==> src/plt_regs.svh <==
`ifndef PLT_REGS_SVH
`define PLT_REGS_SVH

// register byte offsets
`define OFS_LINE_SWITCH   8'h00
`define OFS_DAC_ENABLE    8'h04
`define OFS_DAC0_CODE     8'h08
`define OFS_DAC1_CODE     8'h0C
`define OFS_DAC2_CODE     8'h10
`define OFS_CMP0_CTRL     8'h14
`define OFS_CMP1_CTRL     8'h18
`define OFS_CMP0_TRIM     8'h1C
`define OFS_CMP1_TRIM     8'h20
`define OFS_CMP_POL_HYS   8'h24
`define OFS_OPAMP_CTRL    8'h28
`define OFS_OPAMP_TRIM    8'h2C

// reset values
`define RST_LINE_SWITCH   8'h01
`define RST_DAC_ENABLE    8'h00
`define RST_DAC_CODE      8'h00
`define RST_CMP_CTRL      8'h00
`define RST_CMP_TRIM      8'h10
`define RST_CMP_POL_HYS   8'h00
`define RST_OPAMP_CTRL    8'h00
`define RST_OPAMP_TRIM    8'h20

// writable bit masks, everything else reads zero except the comparator raw/filtered and op-amp status bits
`define WMASK_LINE_SWITCH 8'h07
`define WMASK_DAC_ENABLE  8'h07
`define WMASK_DAC_CODE    8'h3F
`define WMASK_CMP_CTRL    8'h4F
`define WMASK_CMP_TRIM    8'h7F
`define WMASK_CMP_POL_HYS 8'h7F
`define WMASK_OPAMP_CTRL  8'h41
`define WMASK_OPAMP_TRIM  8'hFF

// field positions
`define BIT_TX_ROUTE      0
`define BIT_SENSE_ROUTE   1
`define BIT_RECV_ROUTE    2
`define BIT_CMP_RAW       7
`define BIT_CMP_ON        6
`define BIT_CMP_FILT      5
`define BIT_CMP_DEPTH_LO  2
`define BIT_CMP0_INVERT   4
`define BIT_CMP1_INVERT   5
`define BIT_CMP_PICK      6
`define BIT_OPAMP_ON      6
`define BIT_OPAMP_STATUS  5
`define BIT_OPAMP_BW      0
`define BIT_OPAMP_CAL     7

// debounce history lengths in system clock samples
`define CMP_DEPTH_SHORT   31
`define CMP_DEPTH_MID     63
`define CMP_DEPTH_LONG    126

// bus responses
`define RESP_OKAY         2'h0
`define RESP_SLVERR       2'h2

`endif

==> src/plt_pkg.sv <==
`default_nettype none
package plt_pkg;
  typedef logic [7:0] reg_byte_type;
  typedef logic [5:0] dac_code_type;
  typedef logic [1:0] depth_sel_type;
  typedef logic [1:0] bias_sel_type;
endpackage
`default_nettype wire

==> src/cmp_link.sv <==
`default_nettype none
interface cmp_link;
  logic                  sample;
  logic                  on;
  logic                  invert;
  plt_pkg::depth_sel_type depth;
  logic                  raw;
  logic                  filtered;
  modport ctrl (output sample, output on, output invert, output depth,
                input raw, input filtered);
  modport chan (input sample, input on, input invert, input depth,
                output raw, output filtered);
endinterface
`default_nettype wire

==> src/plt_ctrl.sv <==
`default_nettype none
`include "plt_regs.svh"
module plt_ctrl #(
  parameter int HIST_W = `CMP_DEPTH_LONG
) (
  input  wire logic                  clock,
  input  wire logic                  nrst,
  input  wire logic                  ce,
  input  wire logic [7:0]            s_axi_awaddr,
  input  wire logic                  s_axi_awvalid,
  output var  logic                  s_axi_awready,
  input  wire logic [31:0]           s_axi_wdata,
  input  wire logic [3:0]            s_axi_wstrb,
  input  wire logic                  s_axi_wvalid,
  output var  logic                  s_axi_wready,
  output var  logic [1:0]            s_axi_bresp,
  output var  logic                  s_axi_bvalid,
  input  wire logic                  s_axi_bready,
  input  wire logic [7:0]            s_axi_araddr,
  input  wire logic                  s_axi_arvalid,
  output var  logic                  s_axi_arready,
  output var  logic [31:0]           s_axi_rdata,
  output var  logic [1:0]            s_axi_rresp,
  output var  logic                  s_axi_rvalid,
  input  wire logic                  s_axi_rready,
  input  wire logic                  cmp0_result_in,
  input  wire logic                  cmp1_result_in,
  input  wire logic                  line_opamp_status_in,
  output var  logic                  tx_pin_route,
  output var  logic                  sense_route,
  output var  logic                  receive_route,
  output var  plt_pkg::dac_code_type dac0_code,
  output var  plt_pkg::dac_code_type dac1_code,
  output var  plt_pkg::dac_code_type dac2_code,
  output var  logic                  dac0_on,
  output var  logic                  dac1_on,
  output var  logic                  dac2_on,
  output var  logic                  cmp0_on,
  output var  logic                  cmp1_on,
  output var  plt_pkg::bias_sel_type cmp0_bias_current,
  output var  plt_pkg::bias_sel_type cmp1_bias_current,
  output var  logic [3:0]            cmp_hysteresis,
  output var  logic [6:0]            cmp0_offset_trim,
  output var  logic [6:0]            cmp1_offset_trim,
  output var  logic                  line_opamp_on,
  output var  logic                  line_opamp_wide_bw,
  output var  logic [7:0]            line_opamp_offset_trim,
  output var  logic                  cmp_out
);
  // write channel capture
  logic                  aw_held_ff;
  logic [7:0]            aw_addr_ff;
  logic                  w_held_ff;
  logic [7:0]            w_data_ff;
  logic                  w_lane0_ff;
  logic                  bvalid_ff;
  logic [1:0]            bresp_ff;
  logic                  wr_go;
  logic                  wr_hit;
  logic                  wr_en;
  // read channel
  logic                  rvalid_ff;
  logic [31:0]           rdata_ff;
  logic [1:0]            rresp_ff;
  plt_pkg::reg_byte_type rd_byte;
  logic                  rd_hit;
  // register storage
  plt_pkg::reg_byte_type line_switch_select_ff;
  plt_pkg::reg_byte_type dac_enable_ctrl_ff;
  plt_pkg::reg_byte_type dac0_code_ff;
  plt_pkg::reg_byte_type dac1_code_ff;
  plt_pkg::reg_byte_type dac2_code_ff;
  plt_pkg::reg_byte_type comparator0_ctrl_ff;
  plt_pkg::reg_byte_type comparator1_ctrl_ff;
  plt_pkg::reg_byte_type comparator0_offset_trim_ff;
  plt_pkg::reg_byte_type comparator1_offset_trim_ff;
  plt_pkg::reg_byte_type comparator_polarity_hysteresis_ff;
  plt_pkg::reg_byte_type line_opamp_ctrl_ff;
  plt_pkg::reg_byte_type line_opamp_offset_trim_ff;
  logic                  cmp_out_ff;
  logic [2:0]            sync_q;
  logic                  opamp_status;

  cmp_link c0_if ();
  cmp_link c1_if ();

  // ---- write path: address and data taken in either order
  assign s_axi_awready = ce & ~aw_held_ff & ~bvalid_ff;
  assign s_axi_wready  = ce & ~w_held_ff & ~bvalid_ff;
  assign wr_go         = ce & aw_held_ff & w_held_ff & ~bvalid_ff;
  assign wr_en         = wr_go & wr_hit & w_lane0_ff;

  always_comb begin
    case (aw_addr_ff)
      `OFS_LINE_SWITCH, `OFS_DAC_ENABLE, `OFS_DAC0_CODE, `OFS_DAC1_CODE,
      `OFS_DAC2_CODE, `OFS_CMP0_CTRL, `OFS_CMP1_CTRL, `OFS_CMP0_TRIM,
      `OFS_CMP1_TRIM, `OFS_CMP_POL_HYS, `OFS_OPAMP_CTRL,
      `OFS_OPAMP_TRIM: wr_hit = 1'h1;
      default:         wr_hit = 1'h0;
    endcase
  end

  always_ff @(posedge clock or negedge nrst) begin
    if (!nrst) begin
      aw_held_ff <= 1'h0;
      aw_addr_ff <= 8'h00;
    end else if (s_axi_awvalid && s_axi_awready) begin
      aw_held_ff <= 1'h1;
      aw_addr_ff <= s_axi_awaddr;
    end else if (wr_go) begin
      aw_held_ff <= 1'h0;
    end
  end

  always_ff @(posedge clock or negedge nrst) begin
    if (!nrst) begin
      w_held_ff  <= 1'h0;
      w_data_ff  <= 8'h00;
      w_lane0_ff <= 1'h0;
    end else if (s_axi_wvalid && s_axi_wready) begin
      w_held_ff  <= 1'h1;
      w_data_ff  <= s_axi_wdata[7:0];
      w_lane0_ff <= s_axi_wstrb[0];
    end else if (wr_go) begin
      w_held_ff <= 1'h0;
    end
  end

  always_ff @(posedge clock or negedge nrst) begin
    if (!nrst) begin
      bvalid_ff <= 1'h0;
      bresp_ff  <= `RESP_OKAY;
    end else if (wr_go) begin
      bvalid_ff <= 1'h1;
      bresp_ff  <= wr_hit ? `RESP_OKAY : `RESP_SLVERR;
    end else if (ce && s_axi_bready) begin
      bvalid_ff <= 1'h0;
    end
  end

  assign s_axi_bvalid = bvalid_ff;
  assign s_axi_bresp  = bresp_ff;

  // ---- register file; masks keep unimplemented bits at zero
  always_ff @(posedge clock or negedge nrst) begin
    if (!nrst) begin
      line_switch_select_ff             <= `RST_LINE_SWITCH;
      dac_enable_ctrl_ff                <= `RST_DAC_ENABLE;
      dac0_code_ff                      <= `RST_DAC_CODE;
      dac1_code_ff                      <= `RST_DAC_CODE;
      dac2_code_ff                      <= `RST_DAC_CODE;
      comparator0_ctrl_ff               <= `RST_CMP_CTRL;
      comparator1_ctrl_ff               <= `RST_CMP_CTRL;
      comparator0_offset_trim_ff        <= `RST_CMP_TRIM;
      comparator1_offset_trim_ff        <= `RST_CMP_TRIM;
      comparator_polarity_hysteresis_ff <= `RST_CMP_POL_HYS;
      line_opamp_ctrl_ff                <= `RST_OPAMP_CTRL;
      line_opamp_offset_trim_ff         <= `RST_OPAMP_TRIM;
    end else if (wr_en) begin
      case (aw_addr_ff)
        `OFS_LINE_SWITCH: line_switch_select_ff <= w_data_ff & `WMASK_LINE_SWITCH;
        `OFS_DAC_ENABLE:  dac_enable_ctrl_ff <= w_data_ff & `WMASK_DAC_ENABLE;
        `OFS_DAC0_CODE:   dac0_code_ff <= w_data_ff & `WMASK_DAC_CODE;
        `OFS_DAC1_CODE:   dac1_code_ff <= w_data_ff & `WMASK_DAC_CODE;
        `OFS_DAC2_CODE:   dac2_code_ff <= w_data_ff & `WMASK_DAC_CODE;
        `OFS_CMP0_CTRL:   comparator0_ctrl_ff <= w_data_ff & `WMASK_CMP_CTRL;
        `OFS_CMP1_CTRL:   comparator1_ctrl_ff <= w_data_ff & `WMASK_CMP_CTRL;
        `OFS_CMP0_TRIM:   comparator0_offset_trim_ff <= w_data_ff & `WMASK_CMP_TRIM;
        `OFS_CMP1_TRIM:   comparator1_offset_trim_ff <= w_data_ff & `WMASK_CMP_TRIM;
        `OFS_CMP_POL_HYS: begin
          comparator_polarity_hysteresis_ff <= w_data_ff & `WMASK_CMP_POL_HYS;
        end
        `OFS_OPAMP_CTRL:  line_opamp_ctrl_ff <= w_data_ff & `WMASK_OPAMP_CTRL;
        `OFS_OPAMP_TRIM:  line_opamp_offset_trim_ff <= w_data_ff & `WMASK_OPAMP_TRIM;
        default: ;
      endcase
    end
  end

  // ---- read path
  always_comb begin
    rd_hit  = 1'h1;
    rd_byte = 8'h00;
    case (s_axi_araddr)
      `OFS_LINE_SWITCH: rd_byte = line_switch_select_ff;
      `OFS_DAC_ENABLE:  rd_byte = dac_enable_ctrl_ff;
      `OFS_DAC0_CODE:   rd_byte = dac0_code_ff;
      `OFS_DAC1_CODE:   rd_byte = dac1_code_ff;
      `OFS_DAC2_CODE:   rd_byte = dac2_code_ff;
      `OFS_CMP0_CTRL: begin
        rd_byte                = comparator0_ctrl_ff;
        rd_byte[`BIT_CMP_RAW]  = c0_if.raw;
        rd_byte[`BIT_CMP_FILT] = c0_if.filtered;
      end
      `OFS_CMP1_CTRL: begin
        rd_byte                = comparator1_ctrl_ff;
        rd_byte[`BIT_CMP_RAW]  = c1_if.raw;
        rd_byte[`BIT_CMP_FILT] = c1_if.filtered;
      end
      `OFS_CMP0_TRIM:   rd_byte = comparator0_offset_trim_ff;
      `OFS_CMP1_TRIM:   rd_byte = comparator1_offset_trim_ff;
      `OFS_CMP_POL_HYS: rd_byte = comparator_polarity_hysteresis_ff;
      `OFS_OPAMP_CTRL: begin
        rd_byte                   = line_opamp_ctrl_ff;
        rd_byte[`BIT_OPAMP_STATUS] = opamp_status;
      end
      `OFS_OPAMP_TRIM:  rd_byte = line_opamp_offset_trim_ff;
      default:          rd_hit  = 1'h0;
    endcase
  end

  assign s_axi_arready = ce & ~rvalid_ff;

  always_ff @(posedge clock or negedge nrst) begin
    if (!nrst) begin
      rvalid_ff <= 1'h0;
      rdata_ff  <= 32'h0000_0000;
      rresp_ff  <= `RESP_OKAY;
    end else if (s_axi_arvalid && s_axi_arready) begin
      rvalid_ff <= 1'h1;
      rdata_ff  <= {24'h00_0000, rd_byte};
      rresp_ff  <= rd_hit ? `RESP_OKAY : `RESP_SLVERR;
    end else if (ce && s_axi_rready) begin
      rvalid_ff <= 1'h0;
    end
  end

  assign s_axi_rvalid = rvalid_ff;
  assign s_axi_rdata  = rdata_ff;
  assign s_axi_rresp  = rresp_ff;

  // ---- analogue controls
  assign tx_pin_route           = line_switch_select_ff[`BIT_TX_ROUTE];
  assign sense_route            = line_switch_select_ff[`BIT_SENSE_ROUTE];
  assign receive_route          = line_switch_select_ff[`BIT_RECV_ROUTE];
  assign dac0_on                = dac_enable_ctrl_ff[0];
  assign dac1_on                = dac_enable_ctrl_ff[1];
  assign dac2_on                = dac_enable_ctrl_ff[2];
  assign dac0_code              = dac0_code_ff[5:0];
  assign dac1_code              = dac1_code_ff[5:0];
  assign dac2_code              = dac2_code_ff[5:0];
  assign cmp0_on                = comparator0_ctrl_ff[`BIT_CMP_ON];
  assign cmp1_on                = comparator1_ctrl_ff[`BIT_CMP_ON];
  assign cmp0_bias_current      = comparator0_ctrl_ff[1:0];
  assign cmp1_bias_current      = comparator1_ctrl_ff[1:0];
  assign cmp_hysteresis         = comparator_polarity_hysteresis_ff[3:0];
  assign cmp0_offset_trim       = comparator0_offset_trim_ff[6:0];
  assign cmp1_offset_trim       = comparator1_offset_trim_ff[6:0];
  assign line_opamp_on          = line_opamp_ctrl_ff[`BIT_OPAMP_ON];
  assign line_opamp_wide_bw     = line_opamp_ctrl_ff[`BIT_OPAMP_BW];
  assign line_opamp_offset_trim = line_opamp_offset_trim_ff;

  // ---- comparator and op-amp status inputs into the clock domain
  cmp_sync2 #(
    .WIDTH (3)
  ) u_sync (
    .clock    (clock),
    .nrst     (nrst),
    .ce       (ce),
    .async_in ({line_opamp_status_in, cmp1_result_in, cmp0_result_in}),
    .sync_out (sync_q)
  );

  // op-amp status only visible in calibration mode
  assign opamp_status = sync_q[2] & line_opamp_offset_trim_ff[`BIT_OPAMP_CAL];

  assign c0_if.sample = sync_q[0];
  assign c0_if.on     = comparator0_ctrl_ff[`BIT_CMP_ON];
  assign c0_if.invert = comparator_polarity_hysteresis_ff[`BIT_CMP0_INVERT];
  assign c0_if.depth  = comparator0_ctrl_ff[`BIT_CMP_DEPTH_LO +: 2];
  assign c1_if.sample = sync_q[1];
  assign c1_if.on     = comparator1_ctrl_ff[`BIT_CMP_ON];
  assign c1_if.invert = comparator_polarity_hysteresis_ff[`BIT_CMP1_INVERT];
  assign c1_if.depth  = comparator1_ctrl_ff[`BIT_CMP_DEPTH_LO +: 2];

  cmp_channel #(
    .HIST_W (HIST_W)
  ) u_cmp0 (
    .clock (clock),
    .nrst  (nrst),
    .ce    (ce),
    .cif   (c0_if.chan)
  );

  cmp_channel #(
    .HIST_W (HIST_W)
  ) u_cmp1 (
    .clock (clock),
    .nrst  (nrst),
    .ce    (ce),
    .cif   (c1_if.chan)
  );

  always_ff @(posedge clock or negedge nrst) begin
    if (!nrst) begin
      cmp_out_ff <= 1'h0;
    end else if (ce) begin
      cmp_out_ff <= comparator_polarity_hysteresis_ff[`BIT_CMP_PICK] ?
                    c1_if.filtered : c0_if.filtered;
    end
  end

  assign cmp_out = cmp_out_ff;
endmodule // plt_ctrl
`default_nettype wire

==> src/cmp_sync2.sv <==
`default_nettype none
module cmp_sync2 #(
  parameter int WIDTH = 3
) (
  input  wire logic             clock,
  input  wire logic             nrst,
  input  wire logic             ce,
  input  wire logic [WIDTH-1:0] async_in,
  output var  logic [WIDTH-1:0] sync_out
);
  logic [WIDTH-1:0] stage1_ff;
  logic [WIDTH-1:0] stage2_ff;

  if (WIDTH < 1) begin : g_bad_width
    $error("cmp_sync2: WIDTH must be at least 1");
  end

  always_ff @(posedge clock or negedge nrst) begin
    if (!nrst) begin
      stage1_ff <= '0;
      stage2_ff <= '0;
    end else if (ce) begin
      stage1_ff <= async_in;
      stage2_ff <= stage1_ff;
    end
  end

  assign sync_out = stage2_ff;
endmodule // cmp_sync2
`default_nettype wire

==> src/cmp_channel.sv <==
`default_nettype none
`include "plt_regs.svh"
module cmp_channel #(
  parameter int HIST_W = `CMP_DEPTH_LONG
) (
  input  wire logic clock,
  input  wire logic nrst,
  input  wire logic ce,
  cmp_link.chan     cif
);
  logic              raw_ff;
  logic              filt_ff;
  logic [HIST_W-1:0] hist_ff;
  logic              lvl;
  logic              match;
  int                depth_n;
  logic [7:0]        run_ff;

  if (HIST_W < `CMP_DEPTH_LONG) begin : g_bad_hist
    $error("cmp_channel: HIST_W too small for the longest filter");
  end

  // asserted level follows polarity
  assign lvl = ~cif.invert;

  // disabled comparator reads as 0 before polarity
  always_ff @(posedge clock or negedge nrst) begin
    if (!nrst) begin
      raw_ff <= 1'h0;
    end else if (ce) begin
      raw_ff <= (cif.on & cif.sample) ^ cif.invert;
    end
  end

  always_comb begin
    case (cif.depth)
      2'h0:    depth_n = 0;
      2'h1:    depth_n = `CMP_DEPTH_SHORT;
      2'h2:    depth_n = `CMP_DEPTH_MID;
      2'h3:    depth_n = `CMP_DEPTH_LONG;
      default: depth_n = 0;
    endcase
  end

  // current sample plus the selected history must all be at level
  always_comb begin
    match = (raw_ff == lvl);
    for (int i = 0; i < HIST_W; i++) begin
      if (i < depth_n && hist_ff[i] != lvl) begin
        match = 1'h0;
      end
    end
  end

  always_ff @(posedge clock or negedge nrst) begin
    if (!nrst) begin
      hist_ff <= '0;
      filt_ff <= 1'h0;
    end else if (ce) begin
      hist_ff <= {hist_ff[HIST_W-2:0], raw_ff};
      filt_ff <= match ? lvl : ~lvl;
    end
  end

  assign cif.raw      = raw_ff;
  assign cif.filtered = filt_ff;

  // streak of ones, read only by the checks below
  always_ff @(posedge clock or negedge nrst) begin
    if (!nrst) begin
      run_ff <= 8'h00;
    end else if (ce) begin
      run_ff <= !raw_ff ? 8'h00 : (run_ff == 8'hFF) ? run_ff : run_ff + 8'h01;
    end
  end
endmodule // cmp_channel
`default_nettype wire

==> config.mk <==
export PLATFORM = sky130hd
export DESIGN_NAME = plt_ctrl
export DESIGN_NICKNAME = d
export VERILOG_FILES = /design/src/plt_pkg.sv /design/src/cmp_link.sv /design/src/plt_ctrl.sv /design/src/cmp_sync2.sv /design/src/cmp_channel.sv
export VERILOG_INCLUDE_DIRS = /design/src
export SDC_FILE = /design/constraint.sdc
export NUM_CORES = 1
export LEC_CHECK = 0
export BUFFER_PORTS_ARGS = -buffer_cell sky130_fd_sc_hd__buf_4
export CELL_PAD_IN_SITES_DETAIL_PLACEMENT = 1
export CELL_PAD_IN_SITES_GLOBAL_PLACEMENT = 1
export CORE_UTILIZATION = 40
export CTS_CLUSTER_DIAMETER = 120
export DETAILED_ROUTE_END_ITERATION = 8
export PLACE_DENSITY = 0.74
export SLEW_MARGIN = 20
export SYNTH_ARGS = -nofsm -noshare
export SYNTH_HDL_FRONTEND = slang
export SYNTH_HIERARCHICAL = 1
export SYNTH_SLANG_ARGS = --single-unit
==> constraint.sdc <==
create_clock -name clock -period 2.1 [get_ports clock]
set_input_delay 0.315 -clock clock [delete_from_list [all_inputs] [get_ports clock]]
set_output_delay 0.315 -clock clock [all_outputs]
set_load 0.01 [all_outputs]
=== After elaboration in Yosys (flattened, before gate mapping) ===
Index checks and enable logic that the tools add are counted.

* Register bits: 361
* Output and inout port bits: 100
* Logic and storage cells: 1134
* Input port bits: 63

* Mux-type cells: 269
* Bitwise gates (word level): 21
* Reductions and logical operators: 279
* $lt $le $gt $ge: 252
* Equality and inequality tests: 282

{| class="wikitable"
|+ Operators with widths
! kind !! count
|-
| 8-bit by 32-bit < comparator with 1-bit output, first input constant || 124
|-
| 7-bit by 32-bit < comparator with 1-bit output, first input constant || 64
|-
| 6-bit by 32-bit < comparator with 1-bit output, first input constant || 32
|-
| 5-bit by 32-bit < comparator with 1-bit output, first input constant || 16
|-
| 1-bit two-way mux || 264
|-
| 1-bit logical AND || 257
|-
| 4-bit by 32-bit < comparator with 1-bit output, first input constant || 8
|-
| 32-bit one-hot mux with 4 select lines || 2
|-
| 1-bit != test || 252
|-
| 3-bit by 32-bit < comparator with 1-bit output, first input constant || 4
|-
| 8-bit one-hot mux with 12 select lines || 1
|-
| 8-bit by 5-bit == test with 1-bit output, second input constant || 8
|-
| 8-bit by 6-bit == test with 1-bit output, second input constant || 8
|-
| 1-bit by 32-bit < comparator with 1-bit output, first input constant || 2
|-
| 2-bit by 32-bit < comparator with 1-bit output, first input constant || 2
|-
| 8-bit by 4-bit == test with 1-bit output, second input constant || 4
|-
| 2-bit AND reduction || 12
|-
| 12-bit OR reduction || 2
|-
| 8-bit by 3-bit == test with 1-bit output, second input constant || 2
|-
| 8-bit zero test || 2
|-
| 1-bit bitwise AND || 13
|-
| 2-bit == test, second input constant || 4
|-
| 2-bit nonzero test || 4
|-
| 1-bit inverter || 6
|-
| 5 further kinds || 10
|}

=== Depth between registers and ports, before layout ===
Gate-level depths: netlist of the first run.

* Word-level depth: 131
* Mapped depth: 7
* Mapped depth without buffers: 6

=== Modules after synthesis ===
Netlist of the first run, hierarchy kept.

{| class="wikitable"
|+ Modules (own cells, without submodules)
! module !! seq. area each (um2) !! area each (um2) !! instances !! cells each
|-
| cmp_channel || 3203.1 || 5474.0 || 2 || 401
|-
| plt_ctrl || 2432.3 || 4864.7 || 1 || 378
|-
| cmp_sync2 || 150.1 || 251.5 || 1 || 13
|}

=== Worst setup path before layout of the first run ===
No wires, ideal clock.

* Path type: register to register
* From: register comparator_polarity_hysteresis_ff[4]
* To: register u_cmp0.filt_ff (netlist: u_cmp0/cif.filtered)
* Path slack: -0.096 ns
* Clock period less this slack: 2.196 ns
* Setup time: 0.082 ns
* Path buffers: 1
* Required time: 2.018 ns
* Cell stages (with the launch flop): 8
* Data arrival time: 2.115 ns
* Cell sequence: dfrtp_1 > buf_6 > nand4b_1 > or3_1 > a222oi_1 > o221ai_1 > or4_1 > a31oi_1

* Word-level cells in the longest chain between the ends: 130
* Elaborated cells on any way between the ends: 381
* Classes of those cells: eq/ne: 127; mux: 127; bitwise: 1; reduce/logical: 126

{| class="wikitable"
|+ Ends and longest elaborated chain
! item !! line !! text
|-
| start: declaration || plt_ctrl.sv:77 || <nowiki>plt_pkg::reg_byte_type comparator_polarity_hysteresis_ff;</nowiki>
|-
| start signal: assignment || plt_ctrl.sv:156 || <nowiki>comparator_polarity_hysteresis_ff <= `RST_CMP_POL_HYS;</nowiki>
|-
| start signal: assignment || plt_ctrl.sv:171 || <nowiki>comparator_polarity_hysteresis_ff <= w_data_ff & `WMASK_CMP_POL_HYS;</nowiki>
|-
| 1-bit inverter || cmp_channel.sv:24 || <nowiki>assign lvl = ~cif.invert;</nowiki>
|-
| 1-bit != test || cmp_channel.sv:49 || <nowiki>if (i < depth_n && hist_ff[i] != lvl) begin</nowiki>
|-
| 1-bit logical AND || cmp_channel.sv:49 ||
|-
| 1-bit two-way mux (126 in a row) || cmp_channel.sv:49 ||
|-
| 1-bit two-way mux (*) || cmp_channel.sv:61 || <nowiki>filt_ff <= match ? lvl : ~lvl;</nowiki>
|-
| end signal: assignment || cmp_channel.sv:61 ||
|-
| end: declaration || cmp_channel.sv:12 || <nowiki>logic filt_ff;</nowiki>
|}

Every way passes the cells marked *; elsewhere a longest branch is shown, timed or not.
A chain may end at the register's enable or synchronous reset.

=== Worst setup path after layout of the first run ===
* From: register comparator_polarity_hysteresis_ff[5]
* To: register u_cmp1.filt_ff (netlist: u_cmp1/cif.filtered)

* Word-level cells in the longest chain between the ends: 130
* Elaborated cells on any way between the ends: 381
* Classes of those cells: eq/ne: 127; mux: 127; bitwise: 1; reduce/logical: 126

{| class="wikitable"
|+ Ends and longest elaborated chain
! item !! line
|-
| 1-bit inverter || cmp_channel.sv:24
|-
| 1-bit != test || cmp_channel.sv:49
|-
| 1-bit logical AND || cmp_channel.sv:49
|-
| 1-bit two-way mux (126 in a row) || cmp_channel.sv:49
|-
| 1-bit two-way mux (*) || cmp_channel.sv:61
|-
| end signal: assignment || cmp_channel.sv:61
|-
| end: declaration || cmp_channel.sv:12
|}

Marked as above.

==> flow_summary.yaml, run 1 <==
hold_path:
  hold-path-cell-count: 2
  min_path_type: "input port to flop"
  min_delay_worst_endpoint: "u_sync/stage1_ff[0]$_DFFE_PN0P_"
  worstHoldStart: "cmp0_result_in"
drt:
  final_antenna_net_count: 0
  dr.pass1.iters: 5
  drt_iter0_drc: 478
  drc_errors: 0
  wl_per_cell_um: 20.4
  wl_um: 40900
  via_per_inst: 5.46
  vias: 10900
outcome:
  status: "finished with violations"
  violations: "negative setup slack"
timing:
  slew_viol_final: 0
  period_needed_ns: 2.47
  setup_viol_count_final: 2
  rsz0062_at_grt: "yes"
  setup_ws_ns: -0.370
  fin_tns_setup_ns: -0.681
  fin_worst_hold_slack_ns: 0.0253
  fmax_mhz: 405
  finalHoldViolations: 0
  tightestPinTransition_ns: 0.600
  slew_headroom_pct: 60.0
  finalCritPeriodShare_pct: 118
  clock_skew_ns: 0.0207
clocking:
  root_buffer: "clkbuf_16"
  htree_levels: 2
  cts_buffer_depth: 3
  clk_pin_slew_ns: 0.06
  clock-sinks: 359
  clk_latency_ns: 0.57
  cts_tree: "done"
  cts_buffers: 40
power:
  p_leak_uw: 0.00950
  swShare_pct: 27.8
  combinationalPowerShare_pct: 12.2
  pwr-share-clk_pct: 39.8
  power_switching_uw: 4980
  ir_worst_vdd_mv: 0.584
  p_int_uw: 12900
  p_per_area_nw_per_um2: 896
  seqPwrFrac_pct: 48.0
worst_setup_path:
  start_kind: "flop"
  critPathKind: "flop to flop"
  arrival_ns: 2.94
  worstPathMaxFanout: 9
  r2r-end: "u_cmp1/cif.filtered$_DFFE_PN0P_"
  worst-path-buf-inv: 1
  crit_chain: "buf_2 -> nor4b_1 -> nand3_1 -> a222oi_1 -> o221ai_1 -> or4_1 -> a31oi_1"
  timing.rr.start: "comparator_polarity_hysteresis_ff[5]$_DFFE_PN0P_"
  cp_slowest_cell: "or4_1"
  ff2ff_path_depth: 7
  startpoint: "comparator_polarity_hysteresis_ff[5]$_DFFE_PN0P_"
  cp_data_required_time_ns: 2.57
  worst_path_largest_cell_delay_ns: 0.44
  r2r_slack_ns: -0.37
  endpoint_kind: "flop"
  crit_family: "simple AND/OR/NAND/NOR gates"
floorplan:
  top_level_ports: 163
  core-area_um2: 39600
  chipHeight_um: 202
  fp.dieW_um: 202
  start_util_pct: 40.5
  dieArea_um2: 41000
  num_rows: 73
global_route:
  grt_pass1_vias: 11800
  grt_pass1_wl_um: 65600
  antenna_found_initial: 1
  grt_usage_pct: 20.2
  grt_max_degree: 109
  grt_overflow: 0
finish:
  num-fill-cells: 4064
  seqCellArea_um2: 8990
  final_util_pct: 50.5
  layout-drive-gt1-share_pct: 47.4
  nets: 1509
  area_growth_syn_to_layout_pct: 24.6
  multiInputGateArea_um2: 6730
synth:
  yosysUniqueCellTypes: 56
  yosysSeqAreaShare_pct: 56.0
  synth_cells: 1193
  netlist_top_cells_count: "dfrtp_1 (355), mux2_2 (339), nand4_1 (52)"
  avgSynthCellArea_um2: 13.5
  synthTopCellsByArea: "dfrtp_1 (55%), mux2_2 (24%), nand4_1 (2.0%)"
  synth_most_common_cell: "dfrtp_1"
  synth_area_um2: 16100
  yosys.area.top_type: "dfrtp_1"
  async_flop_share_pct: 100
  yosysWarnings: 6
  ys.flop_type: "dfrtp_1"
  synth_top_cell_area_share_pct: 55.3
  synth_edf_count: 0
  ys_ff_latch: 359
placement:
  hpwl_um: 26700
  portBuffers: 109
  gp_congestion: 0.800
flow_run:
  drv_cap: 0
-- registers in the layout, summed over array words and instances, names as in the netlist, 5 cells and up --
| register | count |
|---|---|
| aw_addr_ff | 8 |
| comparator0_ctrl_ff | 5 |
| comparator0_offset_trim_ff | 7 |
| comparator1_ctrl_ff | 5 |
| comparator1_offset_trim_ff | 7 |
| comparator_polarity_hysteresis_ff | 7 |
| dac0_code_ff | 6 |
| dac1_code_ff | 6 |
| dac2_code_ff | 6 |
| line_opamp_offset_trim | 8 |
| s_axi_rdata | 8 |
| u_cmp0/hist_ff | 126 |
| u_cmp1/hist_ff | 126 |
| w_data_ff | 8 |
-- cells by family (layout without fill, tap and decap cells) --
kind of cell / count (synthesis) / in the layout / synth area share, %
and+or+nand+nor: 311 / 312 / 12.0
buffers and inverters: 91 / 347 / 3.13
muxes: 361 / 361 / 25.7
other: 1 / 27 / 0.0233
xor gates and xnor gates: 2 / 2 / 0.109
AOI/OAI and AO/OA: 68 / 68 / 3.02
DFF: 359 / 359 / 56.0
-- power by group through the flow --
stage,Clock (uW),Sequential [uW],Combinational (uW)
after CTS,7310,8520,2090
after global placement,0,8560,1950
after floorplan,0,8300,1370
after detailed placement,0,8620,2020
final,7140,8600,2190
after global routing,7590,8700,2350
-- through the flow --
stage	std cells	worst slack [ns]	total power, uW	instance area [um^2]
6_report	2001	-0.370	17900	20000
4_1_cts	1995	-0.294	17900	19900
3_3_place_gp	1897	-0.254	10500	18300
3_5_place_dp	1897	-0.374	10600	18300
2_1_floorplan	1218	0.00758	9660	16200
5_1_grt	2001	-0.544	18600	20000
-- how the worst max path moves through the flow --
stage                                           end  slack (ns)  cells after the start
finish              u_cmp1/cif.filtered$_DFFE_PN0P_       -0.37                      7
global route        u_cmp1/cif.filtered$_DFFE_PN0P_       -0.54                      7
CTS                 u_cmp1/cif.filtered$_DFFE_PN0P_       -0.29                      7
detailed placement  u_cmp1/cif.filtered$_DFFE_PN0P_       -0.37                      7
global placement    u_cmp1/cif.filtered$_DFFE_PN0P_       -0.25                      7
floorplan           u_cmp0/cif.filtered$_DFFE_PN0P_       0.008                      7
-- cells in the final DEF, fill, tap and decap left out, types with 12 or more instances in the layout --
cell type and instances:
nor4_1 36, nand2_1 47, nand4b_1 14, nand3_1 22
o21ai_0 12, buf_12 12, buf_4 230, or3_1 14
nand4_1 52, nor2_1 42, mux2_2 339, clkbuf_16 40
dlygate4sd3_1 21, conb_1 26, or4_1 14, nor4b_1 13
dfrtp_1 352
-- timing repair --
action,4_1_cts,5_1_grt
gates cloned,1,1
hold endpoints to repair,106,0
gates resized for setup,8,13
setup buffers,5,4
hold buffers,21,0
pin swaps,4,8
endpoints found under the setup margin,5,57
-- cell type report --
type | count | share of cell area [%]
tap | 525 | 3.28
clock buffer | 52 | 5.63
multi-input combinational | 769 | 33.6
clock inverter | 19 | 1.03
sequential | 359 | 44.9
inverter | 4 | 0.0750
timing repair buffer | 272 | 11.4
antenna | 1 | 0.0125
-- per-layer routing --
layer | wire [um] | GRT usage [%]
met1 | 17700 | 26.2
met2 | 19900 | 33.1
met3 | 1730 | 3.87
met4 | 1540 | 8.46
met5 | 0 | 0
No activity file was read; power rests on OpenSTA's default activity.
==> run 2: changes to the inputs <==
--- a/config.mk
+++ b/config.mk
@@ -12,7 +12,7 @@
 export CORE_UTILIZATION = 40
 export CTS_CLUSTER_DIAMETER = 120
 export DETAILED_ROUTE_END_ITERATION = 8
-export PLACE_DENSITY = 0.74
+export PLACE_DENSITY = 0.8
 export SLEW_MARGIN = 20
 export SYNTH_ARGS = -nofsm -noshare
 export SYNTH_HDL_FRONTEND = slang
==> run 2 against run 1 <==
Compared with the run above: clock-buffer cell count increased by 8; the run still ends with negative setup slack left; core utilization fell by 0.98 points; hold slack got worse by 0.0030 ns; combinational power about the same; die area unchanged; via count is 0.36% higher; sequential share of layout area grew 0.88 points; largest power group unchanged; critical path type unchanged; worst setup slack gained 0.016 ns.
==> flow_summary.yaml, run 2 (synthesis gave the netlist of run 1 again) <==
global_route:
  grt_overflow: 0
  grt_usage_pct: 20.7
  grt_pass1_wl_um: 67800
  grt_max_degree: 90
  antenna_found_initial: 0
  grt_pass1_vias: 12200
finish:
  final_cell_mix: "dfrtp_1 (353), mux2_2 (339), buf_4 (216)"
  design_area_um2: 19600
  antennaDiodeCount: 0
  layout-drive-gt1-share_pct: 46.7
  area_growth_syn_to_layout_pct: 22.2
  nets: 1475
  reg.largest.list: "u_cmp0/hist_ff (126), u_cmp1/hist_ff (126)"
  final_common_cell: "dfrtp_1"
drt:
  route.met2.wl_um: 21000
  vias: 11000
  dr.pass1.iters: 5
  highest_layer: "met4"
  wl_met1_um: 17900
  drc_errors: 0
  via_per_inst: 5.59
  drt_iter0_drc: 620
  final_antenna_net_count: 0
  met3WireLength_um: 1500
  wl_per_cell_um: 21.3
  wl_um: 41900
worst_setup_path:
  arrival_ns: 2.90
  crit_top_cell: "buf_4"
  crit_family: "simple AND/OR/NAND/NOR gates"
  worst_path_largest_cell_delay_ns: 0.47
  endpoint_kind: "flop"
  crit_chain: "buf_4 -> nand4b_1 -> or3_1 -> a222oi_1 -> buf_4 -> o221ai_2 -> or4_1 -> a31oi_1"
  critPathKind: "flop to flop"
  cp_slowest_cell: "dfrtp_2"
  cp_data_required_time_ns: 2.55
  worstPathMaxFanout: 6
  start_kind: "flop"
  worst-path-buf-inv: 2
outcome:
  status: "finished with violations"
  violations: "negative setup slack"
power:
  combinationalPowerShare_pct: 12.4
  seqPwrFrac_pct: 49.4
  p_per_area_nw_per_um2: 887
  p_leak_uw: 0.00928
  swShare_pct: 27.6
  p_int_uw: 12600
  ir_worst_vdd_mv: 0.604
  pwr-share-clk_pct: 38.1
  power_switching_uw: 4800
placement:
  dp_slack_ns: -0.478
  portBuffers: 109
  placed_area_um2: 18200
  hpwl_um: 27800
  gp_congestion: 0.808
timing:
  fmax_mhz: 407
  tightestPinTransition_ns: 0.570
  slew_headroom_pct: 61.7
  finalHoldViolations: 0
  rsz0062_at_grt: "yes"
  setup_viol_count_final: 2
  slew_viol_final: 0
  finalCritPeriodShare_pct: 117
  setup_ws_ns: -0.354
  period_needed_ns: 2.45
  clock_skew_ns: 0.0231
floorplan:
  core-area_um2: 39600
  chipHeight_um: 202
  fp.dieW_um: 202
  start_util_pct: 40.5
  num_rows: 73
  dieArea_um2: 41000
  top_level_ports: 163
clocking:
  clk_pin_slew_ns: 0.06
  cts_tree: "done"
  root_buffer: "clkbuf_16"
  clock-sinks: 359
  clk_latency_ns: 0.53
  htree_levels: 2
  cts_buffer_depth: 3
  cts_buffers: 39
hold_path:
  min_path_type: "input port to flop"
flow_run:
  drv_cap: 0
[run 2: metrics by stage]
| step | std cells | utilization [%] | TNS (ns) | hold WS [ns] | total power (uW) |
|---|---|---|---|---|---|
| floorplan | 1218 | - | 0 | 0.0194 | 9660 |
| global placement | 1886 | 46.0 | -0.597 | 0.241 | 10500 |
| detailed placement | 1886 | 46.0 | -0.799 | 0.246 | 10700 |
| CTS | 1962 | 49.4 | -0.650 | 0.000701 | 17500 |
| global route | 1963 | 49.5 | -0.820 | 0.00396 | 18100 |
| finish | 1963 | 49.5 | -0.644 | 0.0223 | 17400 |
[run 2: path summary, 6_finish.rpt]
check	to	slack [ns]	start	cells past startpoint
worst max-delay path	u_cmp1/cif.filtered$_DFFE_PN0P_	-0.35	comparator_polarity_hysteresis_ff[5]$_DFFE_PN0P_	8
worst min-delay path	w_data_ff[0]$_DFFE_PN0P_	0.02	s_axi_wdata[0]	2
worst max register to register	u_cmp1/cif.filtered$_DFFE_PN0P_	-0.35	comparator_polarity_hysteresis_ff[5]$_DFFE_PN0P_	8
worst min register to register	s_axi_rdata[4]$_DFFE_PN0P_	0.49	s_axi_rdata[4]$_DFFE_PN0P_	2
max in group asynchronous	comparator_polarity_hysteresis_ff[5]$_DFFE_PN0P_	1.10	nrst	3
min in group asynchronous	u_cmp0/hist_ff[102]$_DFFE_PN0P_	0.30	nrst	2
[run 2: layout make-up]
type	instances	area, um^2
Clock buffer	60	1180
Clock inverter	7	53.8
Fill cell	4012	20000
Inverter	4	15.0
Multi-Input combinational cell	768	6710
Sequential cell	359	8990
Tap cell	525	657
Timing Repair Buffer	240	2030
[run 2: what timing repair did]
item                                    4_1_cts  5_1_grt
endpoints found under the setup margin        5       55
hold buffers                                  3        0
buffers inserted                              6        1
endpoints found under the hold margin        33        0
pin swaps                                     8        6
gates resized for setup                       9        6
[run 2: per-layer routing]
metal / vias up / track usage, %
met2: 238 / 35.3
met4: 0 / 7.55
li1: 4859 / -
met3: 99 / 3.18
met5: - / 0
met1: 5777 / 26.6
[run 2: power by group through the flow]
stage	registers, uW	clock network, uW	logic (uW)
floorplan	8300	0	1370
global placement	8560	0	1970
detailed placement	8660	0	2080
CTS	8570	6810	2160
global route	8700	7070	2330
finish	8610	6640	2160
[run 2: worst reg2reg max path, cell delays in order (launching register included)]
cell      delay (ns)
dfrtp_2         0.47
buf_4           0.18
nand4b_1        0.18
or3_1           0.33
a222oi_1        0.36
buf_4           0.18
o221ai_2        0.10
or4_1           0.41
a31oi_1         0.17
